<file path="src/rtl/svm_pkg.sv">
package svm_pkg;

	// ****************************************
	// Register map
	// ****************************************
	localparam int ADDR_W = 8;
	localparam int DATA_W = 8;

	localparam logic [ADDR_W-1:0] OFS_OPTION_CONFIG_WORD   = 8'h00;
	localparam logic [ADDR_W-1:0] OFS_SUPPLY_MONITOR_STATUS = 8'h04;

	// ****************************************
	// Option word field positions
	// ****************************************
	localparam int POS_MONITOR_RESET_DISABLE  = 0;
	localparam int POS_TRIP_LEVEL_SELECT      = 1;
	localparam int POS_MONITOR_POWER_DISABLE  = 2;
	localparam int POS_MONITOR_IN_STOP_ENABLE = 3;

	// ****************************************
	// Status word field positions
	// ****************************************
	localparam int POS_UNDERVOLTAGE_FLAG = 0;
	localparam int POS_MONITOR_ACTIVE    = 1;
	localparam int POS_RESET_REQUEST     = 2;
	localparam int POS_OPTIONS_LOCKED    = 3;

	// ****************************************
	// Reset values
	// ****************************************
	localparam logic RST_MONITOR_RESET_DISABLE  = 1'b0;
	localparam logic RST_TRIP_LEVEL_SELECT      = 1'b0;
	localparam logic RST_MONITOR_POWER_DISABLE  = 1'b0;
	localparam logic RST_MONITOR_IN_STOP_ENABLE = 1'b0;
	localparam logic RST_UNDERVOLTAGE_FLAG      = 1'b0;

	// Trip level encodings
	localparam logic TRIP_RESET_LEVEL   = 1'b0;
	localparam logic TRIP_WARNING_LEVEL = 1'b1;

	// Synchroniser depth
	localparam int SYNC_STAGES = 2;

	typedef struct packed {
		logic monitor_in_stop_enable;
		logic monitor_power_disable;
		logic trip_level_select;
		logic monitor_reset_disable;
	} svm_option_t;

	typedef struct packed {
		logic below_falling;
		logic above_rising;
	} svm_cmp_t;

	typedef enum logic [0:0] {
		SVM_RUN  = 1'b0,
		SVM_HOLD = 1'b1
	} svm_state_t;

endpackage : svm_pkg

</file>
<file path="src/rtl/svm_monitor.sv">
// The plain strobed port and the register addresses were chosen for this implementation.
module svm_monitor
	import svm_pkg::*;
(
	input  wire logic                      ref_clk,
	input  wire logic                      rst,
	input  wire logic [svm_pkg::ADDR_W-1:0] bus_addr,
	input  wire logic [svm_pkg::DATA_W-1:0] bus_wdata,
	input  wire logic                      bus_wr,
	input  wire logic                      bus_rd,
	output logic      [svm_pkg::DATA_W-1:0] bus_rdata,
	input  wire svm_pkg::svm_cmp_t         cmp_async,
	input  wire logic                      wait_mode,
	input  wire logic                      stop_mode,
	output logic                           monitor_powered,
	output logic                           trip_level_select,
	output logic                           reset_request,
	output logic                           undervoltage_flag
);
	import svm_pkg::*;

	// ****************************************
	// Declarations
	// ****************************************
	svm_cmp_t              sync_stage1;
	svm_cmp_t              sync_stage2;
	svm_option_t           option;
	svm_option_t           next_option;
	logic                  options_locked;
	logic                  next_options_locked;
	logic                  flag;
	logic                  next_flag;
	svm_state_t            state;
	svm_state_t            next_state;
	logic                  level_raise;
	logic                  next_level_raise;
	logic [1:0]            raise_pipe;
	logic [1:0]            next_raise_pipe;
	logic [DATA_W-1:0]     rdata;
	logic [DATA_W-1:0]     next_rdata;
	logic                  monitor_active;
	logic                  reset_armed;
	logic                  cmp_below;
	logic                  cmp_above;
	logic                  opt_write;
	logic                  stat_read;
	logic                  opt_read;
	logic [DATA_W-1:0]     opt_word;
	logic [DATA_W-1:0]     stat_word;

	// ****************************************
	// Comparator synchroniser
	// ****************************************
	// two flop sync
	always_ff @(posedge ref_clk or posedge rst) begin
		if (rst) begin
			sync_stage1 <= '0;
			sync_stage2 <= '0;
		end else begin
			sync_stage1 <= cmp_async;
			sync_stage2 <= sync_stage1;
		end
	end

	assign cmp_below = sync_stage2.below_falling;
	assign cmp_above = sync_stage2.above_rising;

	// ****************************************
	// Activity decode
	// ****************************************
	// power disable gates
	always_comb begin
		monitor_active = 1'b0;
		if (!option.monitor_power_disable) begin
			if (stop_mode) begin
				monitor_active = option.monitor_in_stop_enable;
			end else begin
				monitor_active = 1'b1;
			end
		end
	end

	assign reset_armed = monitor_active && !option.monitor_reset_disable;

	// ****************************************
	// Register port decode
	// ****************************************
	assign opt_write = bus_wr && (bus_addr == OFS_OPTION_CONFIG_WORD);
	assign opt_read  = bus_rd && (bus_addr == OFS_OPTION_CONFIG_WORD);
	assign stat_read = bus_rd && (bus_addr == OFS_SUPPLY_MONITOR_STATUS);

	// ****************************************
	// Option word
	// ****************************************
	always_comb begin
		next_option         = option;
		next_options_locked = options_locked;
		next_level_raise    = 1'b0;
		if (opt_write) begin
			next_option.monitor_reset_disable = bus_wdata[POS_MONITOR_RESET_DISABLE];
			next_option.trip_level_select     = bus_wdata[POS_TRIP_LEVEL_SELECT];
			next_level_raise = (option.trip_level_select == TRIP_RESET_LEVEL)
				&& (bus_wdata[POS_TRIP_LEVEL_SELECT] == TRIP_WARNING_LEVEL);
			if (!options_locked) begin
				next_option.monitor_power_disable =
					bus_wdata[POS_MONITOR_POWER_DISABLE];
				next_option.monitor_in_stop_enable =
					bus_wdata[POS_MONITOR_IN_STOP_ENABLE];
				next_options_locked = 1'b1;
			end
		end
	end

	always_ff @(posedge ref_clk or posedge rst) begin
		if (rst) begin
			option.monitor_reset_disable  <= RST_MONITOR_RESET_DISABLE;
			option.trip_level_select      <= RST_TRIP_LEVEL_SELECT;
			option.monitor_power_disable  <= RST_MONITOR_POWER_DISABLE;
			option.monitor_in_stop_enable <= RST_MONITOR_IN_STOP_ENABLE;
			options_locked                <= 1'b0;
			level_raise                   <= 1'b0;
			raise_pipe                    <= 2'h0;
		end else begin
			option         <= next_option;
			options_locked <= next_options_locked;
			level_raise    <= next_level_raise;
			raise_pipe     <= next_raise_pipe;
		end
	end

	// Raise waits for new level through synchroniser
	assign next_raise_pipe = {raise_pipe[0], level_raise};

	// ****************************************
	// Undervoltage flag
	// ****************************************
	// hysteretic follow
	always_comb begin
		next_flag = flag;
		if (monitor_active) begin
			if (cmp_below) begin
				next_flag = 1'b1;
			end else if (cmp_above) begin
				next_flag = 1'b0;
			end
		end
	end

	always_ff @(posedge ref_clk or posedge rst) begin
		if (rst) begin
			flag <= RST_UNDERVOLTAGE_FLAG;
		end else begin
			flag <= next_flag;
		end
	end

	// ****************************************
	// Reset request sequencer
	// ****************************************
	always_comb begin
		next_state = state;
		case (state)
			SVM_RUN: begin
				if (reset_armed && cmp_below) begin
					next_state = SVM_HOLD;
				end else if (reset_armed && raise_pipe[1] && !cmp_above) begin
					next_state = SVM_HOLD;
				end
			end
			SVM_HOLD: begin
				if (cmp_above) begin
					next_state = SVM_RUN;
				end
			end
			default: begin
				next_state = SVM_RUN;
			end
		endcase
	end

	always_ff @(posedge ref_clk or posedge rst) begin
		if (rst) begin
			state <= SVM_RUN;
		end else begin
			state <= next_state;
		end
	end

	// ****************************************
	// Read data
	// ****************************************
	always_comb begin
		opt_word = '0;
		opt_word[POS_MONITOR_RESET_DISABLE]  = option.monitor_reset_disable;
		opt_word[POS_TRIP_LEVEL_SELECT]      = option.trip_level_select;
		opt_word[POS_MONITOR_POWER_DISABLE]  = option.monitor_power_disable;
		opt_word[POS_MONITOR_IN_STOP_ENABLE] = option.monitor_in_stop_enable;
	end

	always_comb begin
		stat_word = '0;
		stat_word[POS_UNDERVOLTAGE_FLAG] = flag;
		stat_word[POS_MONITOR_ACTIVE]    = monitor_active;
		stat_word[POS_RESET_REQUEST]     = (state == SVM_HOLD);
		stat_word[POS_OPTIONS_LOCKED]    = options_locked;
	end

	always_comb begin
		next_rdata = '0;
		if (stat_read) begin
			next_rdata = stat_word;
		end else if (opt_read) begin
			next_rdata = opt_word;
		end
	end

	always_ff @(posedge ref_clk or posedge rst) begin
		if (rst) begin
			rdata <= '0;
		end else begin
			rdata <= next_rdata;
		end
	end

	// ****************************************
	// Outputs
	// ****************************************
	// no interrupt output
	assign bus_rdata         = rdata;
	assign undervoltage_flag = flag;
	assign reset_request     = (state == SVM_HOLD);
	assign trip_level_select = option.trip_level_select;
	assign monitor_powered   = monitor_active;

endmodule : svm_monitor

</file>
<file path="config.mk">
export PLATFORM = sky130hd
export DESIGN_NAME = svm_monitor
export DESIGN_NICKNAME = d
export VERILOG_FILES = /design/src/rtl/svm_pkg.sv /design/src/rtl/svm_monitor.sv
export SDC_FILE = /design/constraint.sdc
export NUM_CORES = 1
export LEC_CHECK = 0
export BUFFER_PORTS_ARGS = -buffer_cell sky130_fd_sc_hd__buf_2
export CAP_MARGIN = 30
export CORE_MARGIN = 2
export CORE_UTILIZATION = 40
export CTS_CLUSTER_SIZE = 20
export DETAILED_ROUTE_END_ITERATION = 16
export PLACE_DENSITY = 0.71
export SLEW_MARGIN = 25
export SYNTH_ARGS = -nofsm -noshare
export SYNTH_HDL_FRONTEND = slang
export SYNTH_SLANG_ARGS = --single-unit
</file>
<file path="constraint.sdc">
create_clock -name ref_clk -period 1.49 [get_ports ref_clk]
set_input_delay 0.149 -clock ref_clk [delete_from_list [all_inputs] [get_ports ref_clk]]
set_output_delay 0.149 -clock ref_clk [all_outputs]
set_load 0.02 [all_outputs]
</file>
Word level (Yosys, flattened, before mapping)

Index checks and enable logic that the tools add are counted.

Register bits: 22
Output and inout port bits: 12
Word-level logic and storage cells: 43

Reductions and logical operators: 14
Multiplexer cells: 11
Eq/ne operators: 1
Bitwise logic cells: 3

Operators by type and width:

| cell                                           | count |
|---|---|
| == test 8 x 3 -> 1 bit (second input constant) | 1 |
| logical AND 1 bit                              | 8 |
| zero test 8 bit                                | 1 |
| two-way mux 1 bit                              | 8 |
| two-way mux 8 bit                              | 1 |
| two-way mux 4 bit                              | 1 |
| AND reduction 2 bit                            | 2 |
| inverter 1 bit                                 | 3 |
| zero test 1 bit                                | 2 |
| case mux 1 bit (2 select lines)                | 1 |
| nonzero test 2 bit                             | 1 |

Logic depth before layout (Yosys ltp)

Gate-level depths: netlist of run 1.

Depth after elaboration: 8
Mapped depth: 4
Gate-level depth less buffers: 4

Worst setup path after synthesis of run 1

Ideal clock, no wire load.

Path kind: input to register
From: input bus_addr[4] (netlist name)
To: register option, in the netlist opt_word[2]
Cell stages on the path: 3
Slack: 343 ps
Arrival: 1022 ps
Setup time: 125 ps
Data required time: 1365 ps
Cell sequence: nor4_4 > and4b_4 > mux2_4

Cells in the longest elaborated chain, start to end: 3

Ends and longest elaborated chain:

| what                          | line               | source |
|---|---|---|
| from (decl)                   | svm_monitor.sv:7   | `input wire logic [svm_pkg::ADDR_W-1:0] bus_addr,` |
| zero test 8 bit               | svm_monitor.sv:88  | `assign opt_write = bus_wr && (bus_addr == OFS_OPTION_CONFIG_WORD);` |
| logical AND 1 bit             | svm_monitor.sv:88  |  |
| AND reduction 2 bit (no line) | --                 |  |
| to (signal assigned)          | svm_monitor.sv:124 | `option <= next_option;` |
| to (decl)                     | svm_monitor.sv:27  | `svm_option_t option;` |

No other way between the ends.
A chain may end at the register's enable or synchronous reset.

Worst setup path after layout of run 1

From: register option, in the netlist opt_word[3]
To: output monitor_powered

Cells in the longest elaborated chain, start to end: 2

Ends and longest elaborated chain:

| what              | line              | source |
|---|---|---|
| two-way mux 1 bit | svm_monitor.sv:75 | `if (stop_mode) begin` |
| two-way mux 1 bit | svm_monitor.sv:74 | `if (!option.monitor_power_disable) begin` |
| to (decl)         | svm_monitor.sv:15 | `output logic monitor_powered,` |

No other way between the ends.

==> results.txt, run 1 <==
Worst-path clk slew: 0.09 ns
Syn avg cell area: 13.4 um2
P_leak: 0.489 nW
Met3 wire len: 62 um
Clock Sinks: 18
Final #Nets: 112
Global-route wire length before repair: 1820 um
Max Root-Sink Buffers: 2
Reg2Reg Depth: 2
GRT overflow: 0
Worst hold path class: in2reg
Top Layer Used: met4
Ys flop type: dfrtp_1
Antenna Nets Post-Route: 0
Max Freq: 0.739 GHz
WS Path Type: reg2out
Antenna Cells: 0
CTS Buf Count: 3
Post-synth EDFFs: 0
Routed len/inst: 10.4 um
RSZ-0062 raised after global routing: false
Skew final: 0.00128 ns
IO buf count: 26
Fraction of layout cells with a size suffix above 1: 40.7%
Synth cell types: 23
Vias/cell: 4.38
Worst hold path depth: 2
Gpl congestion: 0.668
CP endpoint kind: output pin
Pwr/cell area: 926 nW/um2
Number of synthesized register bits: 18
DR WL met2: 599 um
Gr usage total: 12.5%
Met1 WL: 461 um
Synth warnings: 0
Core Area: 1750 um2
Worst skew pair latency: 0.29 ns
Worst path cell trace: o21ai_0 > inv_1 > buf_2
Syn Inst Count: 56
DRC errors left: 0
Initial antenna violation count: 0
CTS tree: built
Critical path's largest stage delay: 0.43 ns
Routed vias: 486
Num rows: 15
Crit path max fanout: 5
Post-DP HPWL: 941 um
Area of placed instances: 886 um2
Die ar.: 2230 um2
Area delta synth->final: 25.4%
Post-CTS setup buffer count: 0
Post-Syn Area: 748 um2
Max-Cap Viols: 0
Max H-tree Level: 1
Die W: 47.3 um
Final worst-path cycle share: 90.8%
Setup Viol. Count Final: 0
Final Hold Vio Count: 0
Delay-heaviest family, CP: flip-flops
Pin count of the biggest net entering global routing: 19
Critical path arrival: 1.20 ns
Sum Neg Setup Slack: 0 ns
DRT Pass-1 Iters: 2
CP max-delay cell: dfrtp_1
First-iteration detailed-routing DRC count: 1
Sequential area share after synthesis: 60.2%
Worst rel slew slack: 57.5%
Worst slack, placed: 0.165 ns
Worst Max-Slew Pin Slew: 0.637 ns
Worst Path Buf+Inv: 2
Drt total wl: 1150 um
Ys async rst share: 100%
Max Slew Vio Count: 0
Status: complete, no violations
Final worst setup slack: 0.138 ns
Clock root cell: clkbuf_4
Num ports: 36
WP depth: 3
Startpoint types: flip-flop
Critical Path RT: 1.34 ns
Initial Util: 42.9%
VDD IR max: 0.000779 V
Die Height: 47.3 um
Number of global-route vias before repair: 446
Fin area: 938 um2
Fin crit period: 1.35 ns
==> cell type report <==
type | count | area, um2
inverters | 6 | 22.5
well taps | 25 | 31.3
multi-input cells | 30 | 251
repair buffers | 29 | 160
flip-flops and latches | 18 | 450
fillers | 163 | 807
clock buffers | 3 | 22.5
==> state kept, by name (all words and copies together) (netlist names) <==
register,cells
raise_pipe,2
reset_request,1
bus_rdata,4
undervoltage_flag,1
cmp_above,1
trip_level_select,1
opt_word,3
level_raise,1
options_locked,1
sync_stage1,2
cmp_below,1
==> cell usage after synthesis (all sizes together) (2+ instances only) <==
master,number,share of area (%)
dfrtp,18,60
o211ai,2,2.0
mux2,4,7.0
nand2b,2,1.7
nand3,2,2.0
inv,6,3.0
buf,5,4.7
nor2,3,1.5
mux2i,3,4.0
==> path summary, 6_finish.rpt <==
path / slack (ns) / from / to
hold reg to reg: 0.36 / sync_stage1[1] / cmp_below
setup / recovery: 0.14 / opt_word[3] / monitor_powered
max in group asynchronous: 0.61 / rst / raise_pipe[1]
setup reg to reg: 0.35 / options_locked / opt_word[2]
min in group asynchronous: 0.47 / rst / trip_level_select
hold / removal: 0.07 / bus_wdata[0] / opt_word[0]
==> per-stage QoR <==
| stage | cells | total power, W | hold WS, ns | utilization (%) |
|---|---|---|---|---|
| final | 111 | 0.000869 | 0.0677 | 53.8 |
| after global routing | 111 | 0.000913 | 0.0748 | 53.8 |
| after CTS | 111 | 0.000880 | 0.0639 | 53.8 |
| after detailed placement | 105 | 0.000646 | 0.258 | 50.8 |
| after global placement | 105 | 0.000643 | 0.256 | 50.8 |
| after floorplan | 59 | 0.000606 | 0.0876 | - |
==> metal layers <==
metal / up-vias / track usage [%]
li1: 243 / -
met1: 222 / 13.9
met2: 17 / 19.5
met3: 4 / 5.00
met4: 0 / 8.33
met5: - / 0
==> cells in the final DEF (no fill, tap or decap), types with 2 or more instances in the layout <==
cell	netlist	routed
conb_1	1	4
nand2b_1	2	2
mux2i_1	3	3
clkbuf_4	0	3
inv_1	6	6
mux2_4	2	2
dlygate4sd3_1	0	3
dfrtp_1	18	18
o211ai_1	2	2
mux2_1	2	2
nor2_1	3	3
buf_2	1	26
==> where the power goes <==
group          internal [W]  switching, W  total, W
clock network     0.0000940      0.000135  0.000229
registers          0.000508     0.0000147  0.000522
logic             0.0000532     0.0000646  0.000118
total              0.000655      0.000214  0.000869
==> worst reg2reg max path: cells and delay by family (launching register included) <==
| family | cells | cell delay [ns] |
|---|---|---|
| flops | 1 | 0.40 |
| mux | 1 | 0.29 |
| simple gates | 1 | 0.35 |
==> timing repair <==
item	4_1_cts	5_1_grt
resized for setup	0	0
hold buffers	3	0
hold endpoints to repair	20	0
==> logic make-up after synthesis <==
kind of cell	Yosys count	share of synthesized area [%]
AO/OA/AOI/OAI	7	6.69
buffers and inverters	11	7.69
flip-flops	18	60.2
multiplexers	7	11.0
other	1	0.501
AND/OR/NAND/NOR	12	13.9
Power figures use the tool's default switching activity.
==> run 2: changes to the inputs <==
Settings changed: MAX_ROUTING_LAYER set to met4, SETUP_SLACK_MARGIN set to 0.3.
==> run 2 against run 1 <==
  * Critical path depth unchanged
  * Clock-buffer cell count stayed put
  * Largest power group unchanged
  * Sequential power hardly changed
  * Clock skew up 0.0012 ns
  * Total power rose by 2.2%
  * Largest cell class unchanged
  * Setup slack gained 0.16 ns
  * Combinational power is 15% higher
  * Non-clock buffer count rose by 4
==> results.txt, run 2 (synthesis results as in run 1) <==
Status: complete, no violations
Max H-tree Level: 1 (unchanged)
Die Height: 47.3 um (unchanged)
First-iteration detailed-routing DRC count: 2 (+1)
Gr usage total: 14.1% (+1.6 points)
Worst-path clk slew: 0.09 ns (about the same)
Commonest non-fill, non-tap cell in the layout: buf_2
Worst Path Buf+Inv: 2 (unchanged)
Global-route wire length before repair: 2010 um (+10%)
WS Path Type: reg2out
CTS Buf Count: 3 (unchanged)
Number of global-route vias before repair: 481 (+7.8%)
Initial Util: 42.9% (unchanged)
Vias/cell: 4.43 (+1.1%)
P_leak: 0.513 nW (+4.7%)
CP endpoint kind: output pin
Drt total wl: 1250 um (+8.3%)
Reg-to-Reg End: undervoltage_flag
Delay-heaviest family, CP: flip-flops
Layout Cells excl Fill: 115 (+3.6%)
Critical path's largest stage delay: 0.41 ns (-0.02 ns)
Startpoint types: flip-flop
DRT Pass-1 Iters: 2 (unchanged)
Antenna Cells: 0 (unchanged)
Area delta synth->final: 30.8%
Min Hold Slack: 0.0678 ns (+0.000149 ns)
Core Area: 1750 um2 (unchanged)
Num rows: 15 (unchanged)
Worst Max-Slew Pin Slew: 0.639 ns (+0.00204 ns)
Pwr/cell area: 908 nW/um2 (-1.9%)
VDD IR max: 0.000758 V (-2.7%)
Num ports: 36 (unchanged)
Worst hold path depth: 2 (unchanged)
Routed vias: 509 (+4.7%)
Post-DP HPWL: 941 um (unchanged)
CP max-delay cell: dfrtp_1
Die ar.: 2230 um2 (unchanged)
Gpl congestion: 0.675 (+0.97%)
Fraction of layout cells with a size suffix above 1: 46.7% (+6.0 points)
Max reg flops: 4 (unchanged)
Register-to-register setup slack: 0.33 ns (-0.02 ns)
Final #Nets: 116 (+3.6%)
Max Freq: 0.842 GHz (+14%)
Max Slew Vio Count: 0 (unchanged)
Fin crit period: 1.19 ns (-0.164 ns)
Initial antenna violation count: 0 (unchanged)
HP Start: bus_wdata[0]
Max Root-Sink Buffers: 2 (unchanged)
R2R Path Start: opt_word[3]
Crit path max fanout: 2 (-3)
Worst rel slew slack: 57.3% (-0.14 points)
Setup Viol. Count Final: 0 (unchanged)
Critical path arrival: 1.04 ns (-0.16 ns)
Clock root cell: clkbuf_4
Antenna Nets Post-Route: 0 (unchanged)
Final worst-path cycle share: 79.7% (-11 points)
CTS tree: built
IO buf count: 26 (unchanged)
RSZ-0062 raised after global routing: true
Sum Neg Setup Slack: 0 ns (unchanged)
Pin count of the biggest net entering global routing: 19 (unchanged)
Max-Cap Viols: 0 (unchanged)
Final Hold Vio Count: 0 (unchanged)
DRC errors left: 0 (unchanged)
Hold EP: opt_word[0]
Worst skew pair latency: 0.29 ns (about the same)
Skew final: 0.00248 ns (+0.00120 ns)
GRT overflow: 0 (unchanged)
Die W: 47.3 um (unchanged)
Reg2Reg Depth: 5 (+3)
Clock Sinks: 18 (unchanged)
Worst path cell trace: o21ai_2 > inv_2 > buf_6
Most frequent cells in the layout: 25 x buf_2, 18 x dfrtp_1, 4 x inv_1, 4 x conb_1, 4 x buf_4
Worst hold path class: in2reg
Critical Path RT: 1.34 ns (about the same)
Placed instance count: 105 (unchanged)
Routed len/inst: 10.9 um (+4.6%)
## run 2: cell count changes in the layout (fill, tap and decap cells not counted), sizes merged
cell,change
buf,+4
## run 2: worst max path at each step
stage               depth (start not counted)         endpoint         from
CTS                                         3  monitor_powered  opt_word[3]
global route                                3  monitor_powered  opt_word[3]
floorplan                                   3      opt_word[2]  bus_addr[4]
global placement                            4      opt_word[2]  bus_addr[4]
finish                                      3  monitor_powered  opt_word[3]
detailed placement                          4      opt_word[3]  bus_addr[4]
## run 2: where the power goes
part           total (W)  switching, W  internal, W
Combinational   0.000136     0.0000710    0.0000655
Clock           0.000230      0.000136    0.0000940
Sequential      0.000522     0.0000140     0.000508
Total           0.000889      0.000221     0.000667
## run 2: stage by stage
stage / total power, W / utilization, % / area (um2) / setup WS (ns)
finish: 0.000889 / 56.1 / 978 / 0.302
global route: 0.000932 / 56.1 / 978 / 0.263
CTS: 0.000896 / 56.1 / 978 / 0.300
detailed placement: 0.000646 / 50.8 / 886 / 0.165
global placement: 0.000643 / 50.8 / 886 / 0.196
floorplan: 0.000606 / - / 759 / 0.343
## run 2: repair_timing
action | in CTS | in global routing
pin swaps | 1 | 1
hold buffers | 3 | 0
setup endpoints to repair | 1 | 2
resized for setup | 5 | 1
setup buffers | 4 | 0
hold endpoints to repair | 20 | 0
## run 2: layout make-up
cell class	count	area, um2
flip-flops and latches	18	450
inverters	6	22.5
multi-input cells	30	255
repair buffers	33	196
fillers	156	767
well taps	25	31.3
clock buffers	3	22.5
## run 2: routing by layer
metal / routed length, um / global-route usage, % / share of wire, % / vias to the layer above
li1: - / - / - / 252
met1: 497 / 15.9 / 40 / 236
met2: 663 / 21.6 / 53 / 17
met3: 56 / 4.62 / 4.5 / 4
met4: 33 / 8.33 / 2.6 / 0
met5: 0 / - / 0 / -
==> run 3: changes to the inputs <==
Clock period 1.49 ns to 1.1 ns, I/O delays scaled along.
==> run 3 against run 2 <==
  * Sequential power grew 36%
  * Total power grew 54%
  * The run now ends with negative setup slack left
  * Clock skew grew 0.0011 ns
  * First-iteration DRC count grew 50%
  * Global-route usage grew 2.4 points
  * Sequential share of layout area shrank 8.0 points
  * Via count grew 11%
==> results.txt, run 3 (synthesis results as in run 1) <==
Status: finished, violations left
Failing checks: negative setup slack
Setup Viol. Count Final: 5 (+5)
Final worst-path cycle share: 105%
Vias/cell: 4.41 (-0.27%)
Final #Nets: 128 (+10%)
DRC errors left: 0 (unchanged)
Switching Share: 24.2% (-0.74 points)
Worst slack, placed: -0.169 ns (-0.334 ns)
Antenna Nets Post-Route: 0 (unchanged)
Max reg flops: 4 (unchanged)
HP Start: bus_wdata[3]
Crit path max fanout: 2 (unchanged)
Clock root cell: clkbuf_4
Num ports: 36 (unchanged)
Fin crit period: 1.15 ns
CP endpoint kind: output pin
Routed vias: 565 (+11%)
Int Power: 0.00104 W (+56%)
Initial antenna violation count: 0 (unchanged)
Skew final: 0.00358 ns (+0.00110 ns)
IO buf count: 26 (unchanged)
Worst-path clk slew: 0.10 ns (about the same)
Max Slew Vio Count: 0 (unchanged)
Reg2Reg Depth: 5 (unchanged)
GRT overflow: 0 (unchanged)
Clk network pwr share: 29.0% (+3.1 points)
Sequential power share: 51.8% (-6.9 points)
Critical Path RT: 0.99 ns (-0.35 ns)
Worst skew pair latency: 0.29 ns (about the same)
CTS Buf Count: 3 (unchanged)
Final Hold Vio Count: 0 (unchanged)
Num rows: 15 (unchanged)
Max Root-Sink Buffers: 2 (unchanged)
Die ar.: 2230 um2 (unchanged)
Pwr/cell area: 1150 nW/um2 (+27%)
Sum Neg Setup Slack: -0.190 ns (-0.190 ns)
Pin count of the biggest net entering global routing: 19 (unchanged)
Gpl congestion: 0.738 (+9.4%)
Worst hold path depth: 2 (unchanged)
R2R Path Start: opt_word[3]
Core Area: 1750 um2 (unchanged)
Register-to-register setup slack: -0.04 ns (-0.37 ns)
Post-Route Utilization: 68.0% (+12 points)
Gr usage total: 16.5% (+2.4 points)
Clock Sinks: 18 (unchanged)
P_leak: 0.606 nW (+18%)
Drt total wl: 1600 um (+28%)
Worst hold path class: in2reg
Origin of the worst setup path: opt_word[3]
DRT Pass-1 Iters: 4 (+2)
Hold EP: opt_word[3]
Max H-tree Level: 1 (unchanged)
Die Height: 47.3 um (unchanged)
Critical path arrival: 1.04 ns (about the same)
Number of global-route vias before repair: 555 (+15%)
Gate power share: 19.2% (+3.8 points)
Die W: 47.3 um (unchanged)
Sw Pwr: 0.000331 W (+50%)
Antenna Cells: 0 (unchanged)
Max-Cap Viols: 0 (unchanged)
Fraction of layout cells with a size suffix above 1: 60.2% (+14 points)
Final worst setup slack: -0.0514 ns (-0.353 ns)
Max Freq: 0.869 GHz
Global-route wire length before repair: 2360 um (+18%)
Startpoint types: flip-flop
VDD IR max: 0.000667 V (-12%)
Routed len/inst: 12.5 um (+15%)
Area delta synth->final: 58.7%
Initial Util: 42.9% (unchanged)
CTS tree: built
Most frequent cells in the layout: 17 x dfrtp_1, 16 x buf_2, 16 x buf_6
First-iteration detailed-routing DRC count: 3 (+1)
WS Path Type: reg2out
RSZ-0062 raised after global routing: true
Post-DP HPWL: 993 um (+5.5%)
Commonest non-fill, non-tap cell in the layout: dfrtp_1
Reg-to-Reg End: undervoltage_flag
-- run 3: cell count changes in the layout (fill, tap and decap cells not counted), sizes merged --
cell	delta
buf	+12
clkbuf	+1
-- run 3: worst max-delay path by stage --
stage | endpoint | slack (ns)
global placement | opt_word[2] | -0.14
detailed placement | opt_word[2] | -0.17
CTS | monitor_powered | -0.06
floorplan | opt_word[2] | -0.008
global route | monitor_powered | -0.13
finish | monitor_powered | -0.05
-- run 3: area by class of cell --
| cell class | count | area [um2] |
|---|---|---|
| Timing Repair Buffer | 45 | 365 |
| Fill cell | 135 | 558 |
| Multi-Input combinational cell | 30 | 280 |
| Tap cell | 25 | 31.3 |
| Sequential cell | 18 | 452 |
| Clock buffer | 4 | 36.3 |
| Inverter | 6 | 22.5 |
-- run 3: worst max-delay path: stages (launching register included) --
cell,delay [ns]
dfrtp_1,0.40
o21ai_2,0.16
inv_2,0.06
buf_6,0.13
-- run 3: power by group through the flow --
stage	clock network, W	logic [W]	registers, W
finish	0.000397	0.000263	0.000711
global placement	0	0.000169	0.000721
detailed placement	0	0.000173	0.000722
CTS	0.000416	0.000252	0.000710
floorplan	0	0.0000938	0.000732
global route	0.000438	0.000283	0.000714
-- run 3: layer usage --
metal  GRT usage (%)  wire length (um)  vias to the layer above
li1                -                 -                      277
met1            18.2               607                      271
met2            28.6               927                       17
met3            3.46                61                        0
met4            6.67                 0                        0
met5               -                 0                        -
-- run 3: per-stage QoR --
stage	cell area, um2	hold slack, ns	power [W]	std cells
2_1_floorplan	769	0.0485	0.000825	59
3_3_place_gp	933	0.126	0.000890	110
3_5_place_dp	933	0.145	0.000895	110
4_1_cts	1160	0.0352	0.00138	126
5_1_grt	1190	0.0449	0.00143	128
6_report	1190	0.0481	0.00137	128
-- run 3: what timing repair did --
action | 4_1_cts | 5_1_grt
gates resized for setup | 28 | 2
endpoints found under the setup margin | 17 | 19
setup buffers | 9 | 2
hold buffers | 3 | 0
hold endpoints to repair | 20 | 0
pin swaps | 10 | 6
cloned | 0 | 0
